`config.mk`:
```
export PLATFORM = sky130hd
export DESIGN_NAME = core_exec
export DESIGN_NICKNAME = d
export VERILOG_FILES = /design/src/shared/core_exec_pkg.sv /design/src/hdl/core_exec.sv
export VERILOG_INCLUDE_DIRS = /design/src /design/src/shared
export SDC_FILE = /design/constraint.sdc
export NUM_CORES = 2
export LEC_CHECK = 0
export ABC_AREA = 1
export BUFFER_PORTS_ARGS = -buffer_cell sky130_fd_sc_hd__buf_2
export CAP_MARGIN = 20
export CORE_MARGIN = 10
export CORE_UTILIZATION = 50
export CTS_BUF_LIST = sky130_fd_sc_hd__clkbuf_8
export CTS_CLUSTER_DIAMETER = 40
export DETAILED_ROUTE_END_ITERATION = 10
export PLACE_DENSITY = 0.66
export SLEW_MARGIN = 10
export SYNTH_ARGS = -nofsm -noshare
export SYNTH_HDL_FRONTEND = slang
export SYNTH_SLANG_ARGS = --single-unit
```
`constraint.sdc`:
```
create_clock -name clk -period 10 [get_ports clk]
set_input_delay 2 -clock clk [delete_from_list [all_inputs] [get_ports clk]]
set_output_delay 2 -clock clk [all_outputs]
set_load 0.03 [all_outputs]
```
`src/shared/core_exec_defines.svh`:
```
// Offsets, field positions, reset values and timing counts of the execution core.
`ifndef CORE_EXEC_DEFINES_SVH
`define CORE_EXEC_DEFINES_SVH

// ****************************************
// Register port offsets
// ****************************************
`define OFS_FILE_LAST 8'h7f
`define OFS_WORK      8'h80
`define OFS_STATUS    8'h81
`define OFS_INTCTL    8'h82
`define OFS_PC_LO     8'h83
`define OFS_PC_HI     8'h84
`define OFS_CTRL      8'h85

// ****************************************
// Field positions
// ****************************************
`define STATUS_C   0
`define STATUS_Z   2
`define STATUS_PD  3
`define STATUS_TO  4
`define INTCTL_GIE 7
`define CTRL_WAKE  0

// ****************************************
// Reset values
// ****************************************
`define RST_WORK 8'h00
`define RST_PC   13'h0000
`define RST_FLAGS 4'hc

// ****************************************
// Timing counts in instruction cycles
// ****************************************
`define CYC_SINGLE 1
`define CYC_DOUBLE 2

`endif

```
`src/shared/core_exec_pkg.sv`:
```
// Types shared by the instruction execution core.
package core_exec_pkg;

  typedef enum logic [3:0] {
    OP_OTHER, OP_NOP, OP_INC, OP_INCSZ, OP_IORL, OP_IORF, OP_COPY_FILE,
    OP_STORE_WORK_TO_FILE, OP_LOAD_LITERAL_WORK, OP_IRQ_RETURN, OP_RETURN_WITH_LITERAL, OP_RET, OP_RLF, OP_RRF,
    OP_SLEEP
  } op_e;

  typedef enum logic [1:0] {ST_RUN, ST_SKIP, ST_POP, ST_SLEEP} state_e;

  typedef struct packed {
    logic timeout_flag;
    logic powerdown_flag;
    logic z;
    logic c;
  } flags_s;

  typedef struct packed {
    logic       wr;
    logic       rd;
    logic [7:0] addr;
    logic [7:0] wdata;
  } bus_s;

endpackage : core_exec_pkg

```
`src/hdl/core_exec.sv`:
```
// Execution core for a subset of the 14-bit instruction set.
//
// Design decisions made here: the strobed register port and the address map.
`timescale 1ns/1ps
`include "core_exec_defines.svh"

module core_exec (
  // Clock and reset
  input  wire logic                  clk,
  input  wire logic                  rst_n,
  // Instruction words from program memory
  input  wire logic [13:0]           instr,
  input  wire logic                  instr_valid,
  output logic                       instr_ready,
  // Return address push from the call logic
  input  wire logic                  push_valid,
  input  wire logic [12:0]           push_addr,
  // Register port
  input  wire core_exec_pkg::bus_s   bus,
  output logic [7:0]                 rdata,
  // Core state
  output logic [12:0]                pc,
  output logic [7:0]                 w,
  output core_exec_pkg::flags_s      flags,
  output logic                       global_irq_allow,
  output logic                       wdt_clear,
  output logic                       asleep
);

  // ****************************************
  // Decode
  // ****************************************
  function automatic core_exec_pkg::op_e decode(input logic [13:0] iw);
    core_exec_pkg::op_e op;
    op = core_exec_pkg::OP_OTHER;
    if (iw == 14'h0009) begin
      op = core_exec_pkg::OP_IRQ_RETURN;
    end else if (iw == 14'h0008) begin
      op = core_exec_pkg::OP_RET;
    end else if (iw == 14'h0063) begin
      op = core_exec_pkg::OP_SLEEP;
    end else if (iw[13:7] == 7'h01) begin
      op = core_exec_pkg::OP_STORE_WORK_TO_FILE;
    end else if (iw[13:7] == 7'h00 && iw[4:0] == 5'h00) begin
      op = core_exec_pkg::OP_NOP;
    end else if (iw[13:12] == 2'h0) begin
      case (iw[11:8])
        4'ha:    op = core_exec_pkg::OP_INC;
        4'hf:    op = core_exec_pkg::OP_INCSZ;
        4'h4:    op = core_exec_pkg::OP_IORF;
        4'h8:    op = core_exec_pkg::OP_COPY_FILE;
        4'hd:    op = core_exec_pkg::OP_RLF;
        4'hc:    op = core_exec_pkg::OP_RRF;
        default: op = core_exec_pkg::OP_OTHER;
      endcase
    end else if (iw[13:12] == 2'h3) begin
      if (iw[11:8] == 4'h8) begin
        op = core_exec_pkg::OP_IORL;
      end else if (iw[11:10] == 2'h0) begin
        op = core_exec_pkg::OP_LOAD_LITERAL_WORK;
      end else if (iw[11:10] == 2'h1) begin
        op = core_exec_pkg::OP_RETURN_WITH_LITERAL;
      end
    end
    return op;
  endfunction : decode

  // ****************************************
  // State
  // ****************************************
  core_exec_pkg::state_e state;
  core_exec_pkg::state_e next_state;
  core_exec_pkg::flags_s next_flags;
  core_exec_pkg::op_e    op;
  logic [7:0]  file_reg [0:127];
  logic [12:0] stack [0:7];
  logic [2:0]  sp;
  logic [2:0]  next_sp;
  logic [12:0] next_pc;
  logic [12:0] stack_top_entry;
  logic [7:0]  next_w;
  logic [7:0]  next_rdata;
  logic [7:0]  fv;
  logic [7:0]  k;
  logic [7:0]  res;
  logic [7:0]  f_wd;
  logic [6:0]  f_wa;
  logic        f_we;
  logic        push_we;
  logic        res_ok;
  logic        next_gie;
  logic        next_wdt;
  logic        dir;
  logic        take;
  logic        exec;

  assign op          = decode(instr);
  assign k           = instr[7:0];
  assign dir         = instr[7];
  assign fv          = file_reg[instr[6:0]];
  assign stack_top_entry         = stack[sp - 3'h1];
  assign asleep      = (state == core_exec_pkg::ST_SLEEP);
  assign instr_ready = !asleep;
  assign take        = instr_valid && instr_ready;
  assign exec        = take && state == core_exec_pkg::ST_RUN;

  // ****************************************
  // Next-state logic
  // ****************************************
  always_comb begin
    next_state = state;
    next_flags = flags;
    next_pc    = pc;
    next_w     = w;
    next_sp    = sp;
    next_gie   = global_irq_allow;
    next_wdt   = 1'b0;
    res        = 8'h00;
    res_ok     = 1'b0;
    f_we       = 1'b0;
    f_wa       = bus.addr[6:0];
    f_wd       = bus.wdata;
    push_we    = 1'b0;
    // Software writes go first so that an instruction in the same cycle wins.
    if (bus.wr) begin
      case (bus.addr)
        `OFS_WORK:   next_w = bus.wdata;
        `OFS_STATUS: begin
          next_flags.c              = bus.wdata[`STATUS_C];
          next_flags.z              = bus.wdata[`STATUS_Z];
          next_flags.powerdown_flag = bus.wdata[`STATUS_PD];
          next_flags.timeout_flag   = bus.wdata[`STATUS_TO];
        end
        `OFS_INTCTL: next_gie = bus.wdata[`INTCTL_GIE];
        `OFS_CTRL: begin
          if (bus.wdata[`CTRL_WAKE] && asleep) begin
            next_state = core_exec_pkg::ST_RUN;
          end
        end
        default: f_we = !bus.addr[7];
      endcase
    end
    if (exec) begin
      next_pc = pc + 13'h0001;
      case (op)
        core_exec_pkg::OP_INC: begin
          res          = fv + 8'h01;
          res_ok       = 1'b1;
          next_flags.z = (res == 8'h00);
        end
        core_exec_pkg::OP_INCSZ: begin
          res    = fv + 8'h01;
          res_ok = 1'b1;
          if (res == 8'h00) begin
            next_state = core_exec_pkg::ST_SKIP;
          end
        end
        core_exec_pkg::OP_IORL: begin
          next_w       = w | k;
          next_flags.z = ((w | k) == 8'h00);
        end
        core_exec_pkg::OP_IORF: begin
          res          = w | fv;
          res_ok       = 1'b1;
          next_flags.z = (res == 8'h00);
        end
        core_exec_pkg::OP_COPY_FILE: begin
          res          = fv;
          res_ok       = 1'b1;
          next_flags.z = (fv == 8'h00);
        end
        core_exec_pkg::OP_STORE_WORK_TO_FILE: begin
          f_we = 1'b1;
          f_wa = instr[6:0];
          f_wd = w;
        end
        core_exec_pkg::OP_LOAD_LITERAL_WORK: next_w = k;
        core_exec_pkg::OP_IRQ_RETURN: begin
          next_pc    = stack_top_entry;
          next_sp    = sp - 3'h1;
          next_gie   = 1'b1;
          next_state = core_exec_pkg::ST_POP;
        end
        core_exec_pkg::OP_RETURN_WITH_LITERAL: begin
          next_w     = k;
          next_pc    = stack_top_entry;
          next_sp    = sp - 3'h1;
          next_state = core_exec_pkg::ST_POP;
        end
        core_exec_pkg::OP_RET: begin
          next_pc    = stack_top_entry;
          next_sp    = sp - 3'h1;
          next_state = core_exec_pkg::ST_POP;
        end
        core_exec_pkg::OP_RLF: begin
          res          = {fv[6:0], flags.c};
          res_ok       = 1'b1;
          next_flags.c = fv[7];
        end
        core_exec_pkg::OP_RRF: begin
          res          = {flags.c, fv[7:1]};
          res_ok       = 1'b1;
          next_flags.c = fv[0];
        end
        core_exec_pkg::OP_SLEEP: begin
          next_wdt                  = 1'b1;
          next_flags.timeout_flag   = 1'b1;
          next_flags.powerdown_flag = 1'b0;
          next_state                = core_exec_pkg::ST_SLEEP;
        end
        default: ;
      endcase
      if (res_ok) begin
        if (dir) begin
          f_we = 1'b1;
          f_wa = instr[6:0];
          f_wd = res;
        end else begin
          next_w = res;
        end
      end
    end else if (take) begin
      // The prefetched word is dropped; a skip still steps past it.
      if (state == core_exec_pkg::ST_SKIP) begin
        next_pc = pc + 13'h0001;
      end
      next_state = core_exec_pkg::ST_RUN;
    end
    // A push meeting a pop is dropped; the call logic never issues both.
    if (push_valid && next_sp == sp) begin
      push_we = 1'b1;
      next_sp = sp + 3'h1;
    end
    next_rdata = 8'h00;
    if (bus.rd) begin
      case (bus.addr)
        `OFS_WORK:   next_rdata = w;
        `OFS_STATUS: next_rdata = {3'h0, flags.timeout_flag, flags.powerdown_flag,
                                   flags.z, 1'b0, flags.c};
        `OFS_INTCTL: next_rdata = {global_irq_allow, 7'h00};
        `OFS_PC_LO:  next_rdata = pc[7:0];
        `OFS_PC_HI:  next_rdata = {3'h0, pc[12:8]};
        `OFS_CTRL:   next_rdata = {7'h00, asleep};
        default:     next_rdata = bus.addr[7] ? 8'h00 : file_reg[bus.addr[6:0]];
      endcase
    end
  end

  // ****************************************
  // Registers
  // ****************************************
  always_ff @(posedge clk or negedge rst_n) begin
    if (!rst_n) begin
      state            <= core_exec_pkg::ST_RUN;
      flags            <= `RST_FLAGS;
      pc               <= `RST_PC;
      w                <= `RST_WORK;
      sp               <= 3'h0;
      global_irq_allow <= 1'b0;
      wdt_clear        <= 1'b0;
      rdata            <= 8'h00;
    end else begin
      state            <= next_state;
      flags            <= next_flags;
      pc               <= next_pc;
      w                <= next_w;
      sp               <= next_sp;
      global_irq_allow <= next_gie;
      wdt_clear        <= next_wdt;
      rdata            <= next_rdata;
    end
  end

  // Storage has no reset; software is expected to initialise what it uses.
  always_ff @(posedge clk) begin
    if (f_we) begin
      file_reg[f_wa] <= f_wd;
    end
    if (push_we) begin
      stack[sp] <= push_addr;
    end
  end

  // ****************************************
  // Checks
  // ****************************************
  logic quiet;
  assign quiet = exec && !bus.wr;
endmodule : core_exec

```
==> impl_metrics.sql <==
INSERT INTO impl_metrics (metric_group, metric, value, unit) VALUES
('power', 'vdd.ir_drop.worst', '0.144', 'mV'),
('route', 'number_of_nets_still_failing_antenna_checks_after_routing', '0', ''),
('sta', 'slew_headroom', '18.7', '%'),
('outcome', 'status', 'finished clean', ''),
('sta', 'min_period', '7260', 'ps'),
('setup_path', 'worst-path-max-fanout', '97', ''),
('synth', 'synth-seq-area-share', '61.0', '%'),
('layout', 'register_area', '0.0349', 'sq mm'),
('global_route', 'grt_overflow', '0', ''),
('route', 'dr.first_iter.drc_count', '7258', ''),
('sta', 'min_period_over_period', '72.6', '%'),
('synth', 'post_synth_arst_share', '3.42', '%'),
('placed_design', 'detailedPlacementHpwl', '125000', 'microns'),
('layout', 'final_layout_size_suffix_gt1_share', '8.08', '%'),
('min_path', 'worst_hold_path_type', 'flip-flop to flip-flop', ''),
('synth', 'synth_nets', '6111', ''),
('sta', 'unrepaired_setup_endpoints_after_global_routing', 'no', ''),
('floorplan', 'io-pin-count', '86', ''),
('sta', 'timing.final.setup_violations', '0', ''),
('clock_tree', 'clockRootBuffer', 'sky130_fd_sc_hd__clkbuf_8', ''),
('route', 'wl', '210000', 'microns'),
('power', 'static_leakage', '24.4', 'nW'),
('layout', 'nFillCells', '9982', ''),
('setup_path', 'setup.worst_path.class', 'primary input to flip-flop', ''),
('setup_path', 'worstPathRequired', '10580', 'ps'),
('sta', 'worst_clock_skew', '57.8', 'ps'),
('layout', 'layout-area-overhead-vs-synth', '10.1', '%'),
('sta', 'slew_at_the_pin_closest_to_its_max_slew_limit', '1220', 'ps'),
('clock_tree', 'tritoncts.num_buffers', '197', ''),
('floorplan', 'die_width', '358', 'microns'),
('synth', 'synth_area_leader_cell', 'sky130_fd_sc_hd__edfxtp_1', ''),
('placed_design', 'port_buffers', '85', ''),
('route', 'drt_via_density', '6.33', ''),
('floorplan', 'fp.dieH', '358', 'microns'),
('clock_tree', 'path_clk_slew', '60', 'ps'),
('min_path', 'min_from', 'flags[2]', ''),
('clock_tree', 'tritoncts_num_sinks', '1168', ''),
('clock_tree', 'cts_tree', 'built', ''),
('power', 'total_power', '0.0122', 'W'),
('layout', 'final_cell_mix', 'sky130_fd_sc_hd__nand2_1, sky130_fd_sc_hd__edfxtp_1, sky130_fd_sc_hd__inv_1', ''),
('min_path', 'worstHoldEndpoint', 'flags[2]', ''),
('setup_path', 'timing.critical_path.arrival', '7840', 'ps'),
('setup_path', 'reg2reg_from', 'state[1]', ''),
('run', 'max_cap_violations', '0', ''),
('synth', 'avgSynthCellArea', '9.44', 'sq um'),
('layout', 'largest_register_ff_count', '1024', ''),
('setup_path', 'cp_common_cell', 'sky130_fd_sc_hd__nand2_1', ''),
('clock_tree', 'post_cts_resized', '0', ''),
('power', 'power_frac_seq', '47.7', '%'),
('synth', 'postSynthCellCount', '6056', ''),
('power', 'p_comb_share', '18.1', '%'),
('power', 'p_switching', '0.00383', 'W'),
('power', 'clock_power_share', '34.2', '%'),
('clock_tree', 'post_cts_hold_buffer_count', '0', ''),
('floorplan', 'initial_utilization', '50.2', '%'),
('sta', 'finalMaxSlewViolations', '0', ''),
('sta', 'setup_tns', '0', 'ps'),
('global_route', 'grt.total_usage', '31.8', '%'),
('floorplan', 'core', '0.114', 'sq mm'),
('route', 'num_vias', '49017', ''),
('power', 'power.density', '194', 'mW/mm^2'),
('synth', 'yosys_warnings', '0', ''),
('setup_path', 'cpPeakStageDelay', '750', 'ps'),
('route', 'detail_route.first_pass.iterations', '9', ''),
('floorplan', 'rows', '124', ''),
('synth', 'netlist_cell_types', '46', ''),
('clock_tree', 'cts_max_level', '4', ''),
('floorplan', 'die-area', '0.128', 'sq mm'),
('synth', 'synth-edff-count', '1128', ''),
('setup_path', 'r2r-end', 'file_reg[113][4]', ''),
('global_route', 'grt_max_degree', '129', '');
==> cell families (layout without fill, tap and decap cells) <==
kind of cell / count (synthesis) / in the layout / synth area share (%)
AO/OA/AOI/OAI: 1065 / 1065 / 12.2
flip-flops: 1168 / 1168 / 61.0
adder cells (fa/ha/maj): 6 / 6 / 0.131
XOR/XNOR: 14 / 14 / 0.214
multiplexers: 1 / 1 / 0.0197
other: 0 / 2 / 0
AND/OR/NAND/NOR: 2888 / 2888 / 20.2
buffers and inverters: 914 / 1093 / 6.28
==> metrics by stage <==
step	util [%]	instances	instance area, sq um	setup slack, ps
5_1_grt	55.2	7749	63000	2790
2_1_floorplan	-	6056	57200	1280
3_3_place_gp	51.8	7379	59100	2430
6_report	55.2	7749	63000	2740
4_1_cts	55.2	7741	62900	3260
3_5_place_dp	51.9	7385	59100	2320
==> Yosys cell counts (2+ instances only) <==
cell	instances
sky130_fd_sc_hd__nor4_1	3
sky130_fd_sc_hd__nor2_2	5
sky130_fd_sc_hd__o211ai_1	56
sky130_fd_sc_hd__o21ai_0	200
sky130_fd_sc_hd__edfxtp_1	1128
sky130_fd_sc_hd__buf_1	41
sky130_fd_sc_hd__inv_1	516
sky130_fd_sc_hd__o2bb2ai_1	4
sky130_fd_sc_hd__o31ai_1	2
sky130_fd_sc_hd__dfrtp_1	38
sky130_fd_sc_hd__a211oi_1	4
sky130_fd_sc_hd__nor3_1	20
sky130_fd_sc_hd__o311ai_0	6
sky130_fd_sc_hd__o2111ai_1	79
sky130_fd_sc_hd__buf_2	99
sky130_fd_sc_hd__o22ai_1	137
sky130_fd_sc_hd__clkinv_1	5
sky130_fd_sc_hd__o21ai_1	21
sky130_fd_sc_hd__a22oi_1	98
sky130_fd_sc_hd__o21bai_1	2
sky130_fd_sc_hd__a31oi_1	8
sky130_fd_sc_hd__dfstp_2	2
sky130_fd_sc_hd__ha_1	6
sky130_fd_sc_hd__inv_2	19
sky130_fd_sc_hd__nor2_1	430
sky130_fd_sc_hd__xor2_1	14
sky130_fd_sc_hd__buf_4	10
sky130_fd_sc_hd__a21oi_2	2
sky130_fd_sc_hd__o221ai_1	40
sky130_fd_sc_hd__nand3_1	440
sky130_fd_sc_hd__a221oi_1	136
sky130_fd_sc_hd__clkbuf_1	224
sky130_fd_sc_hd__a221o_1	7
sky130_fd_sc_hd__nand2_1	1952
sky130_fd_sc_hd__nand4_1	34
sky130_fd_sc_hd__o21a_1	6
sky130_fd_sc_hd__a21oi_1	253
==> layer usage <==
| layer | vias up | part of all wire (%) | GRT usage (%) |
|---|---|---|---|
| met5 | - | 0.023 | 0 |
| met4 | 6 | 6.1 | 17.9 |
| met3 | 768 | 14 | 8.43 |
| met2 | 3836 | 43 | 47.3 |
| met1 | 23270 | 37 | 42.1 |
| li1 | 21137 | - | - |
==> worst min-delay path: cells and delay by family (launching register included) <==
| family | cells | cell delay, ps |
|---|---|---|
| flip-flops | 1 | 380 |
| AND/OR/NAND/NOR | 1 | 60 |
| AO/OA/AOI/OAI | 1 | 60 |
==> worst max path at each step <==
stage,from,to,slack [ps],cells after the start
3_5_place_dp,instr[2],file_reg[24][1],2320,20
5_1_grt,instr[3],file_reg[63][1],2790,20
6_report,instr[2],file_reg[63][1],2740,20
2_1_floorplan,instr_valid,file_reg[0][4],1280,5
3_3_place_gp,instr[3],file_reg[24][1],2430,20
4_1_cts,instr[2],file_reg[63][1],3260,20
==> final cells by class <==
type,instances,area share (%)
flip-flops and latches,1168,55.4
multi-input cells,3974,30.0
clock buffers,197,4.31
inverters,540,3.24
well taps,1512,3.00
repair buffers,197,2.37
clock inverters,159,1.69
diodes,2,0.00795
==> power groups by stage <==
stage               logic [W]  registers [W]  clock network (W)
floorplan             0.00118        0.00607                  0
global placement      0.00212        0.00594                  0
detailed placement    0.00215        0.00594                  0
CTS                   0.00215        0.00584            0.00421
global route          0.00234        0.00585            0.00444
finish                0.00221        0.00584            0.00419
(Power assumes the default switching activity.)
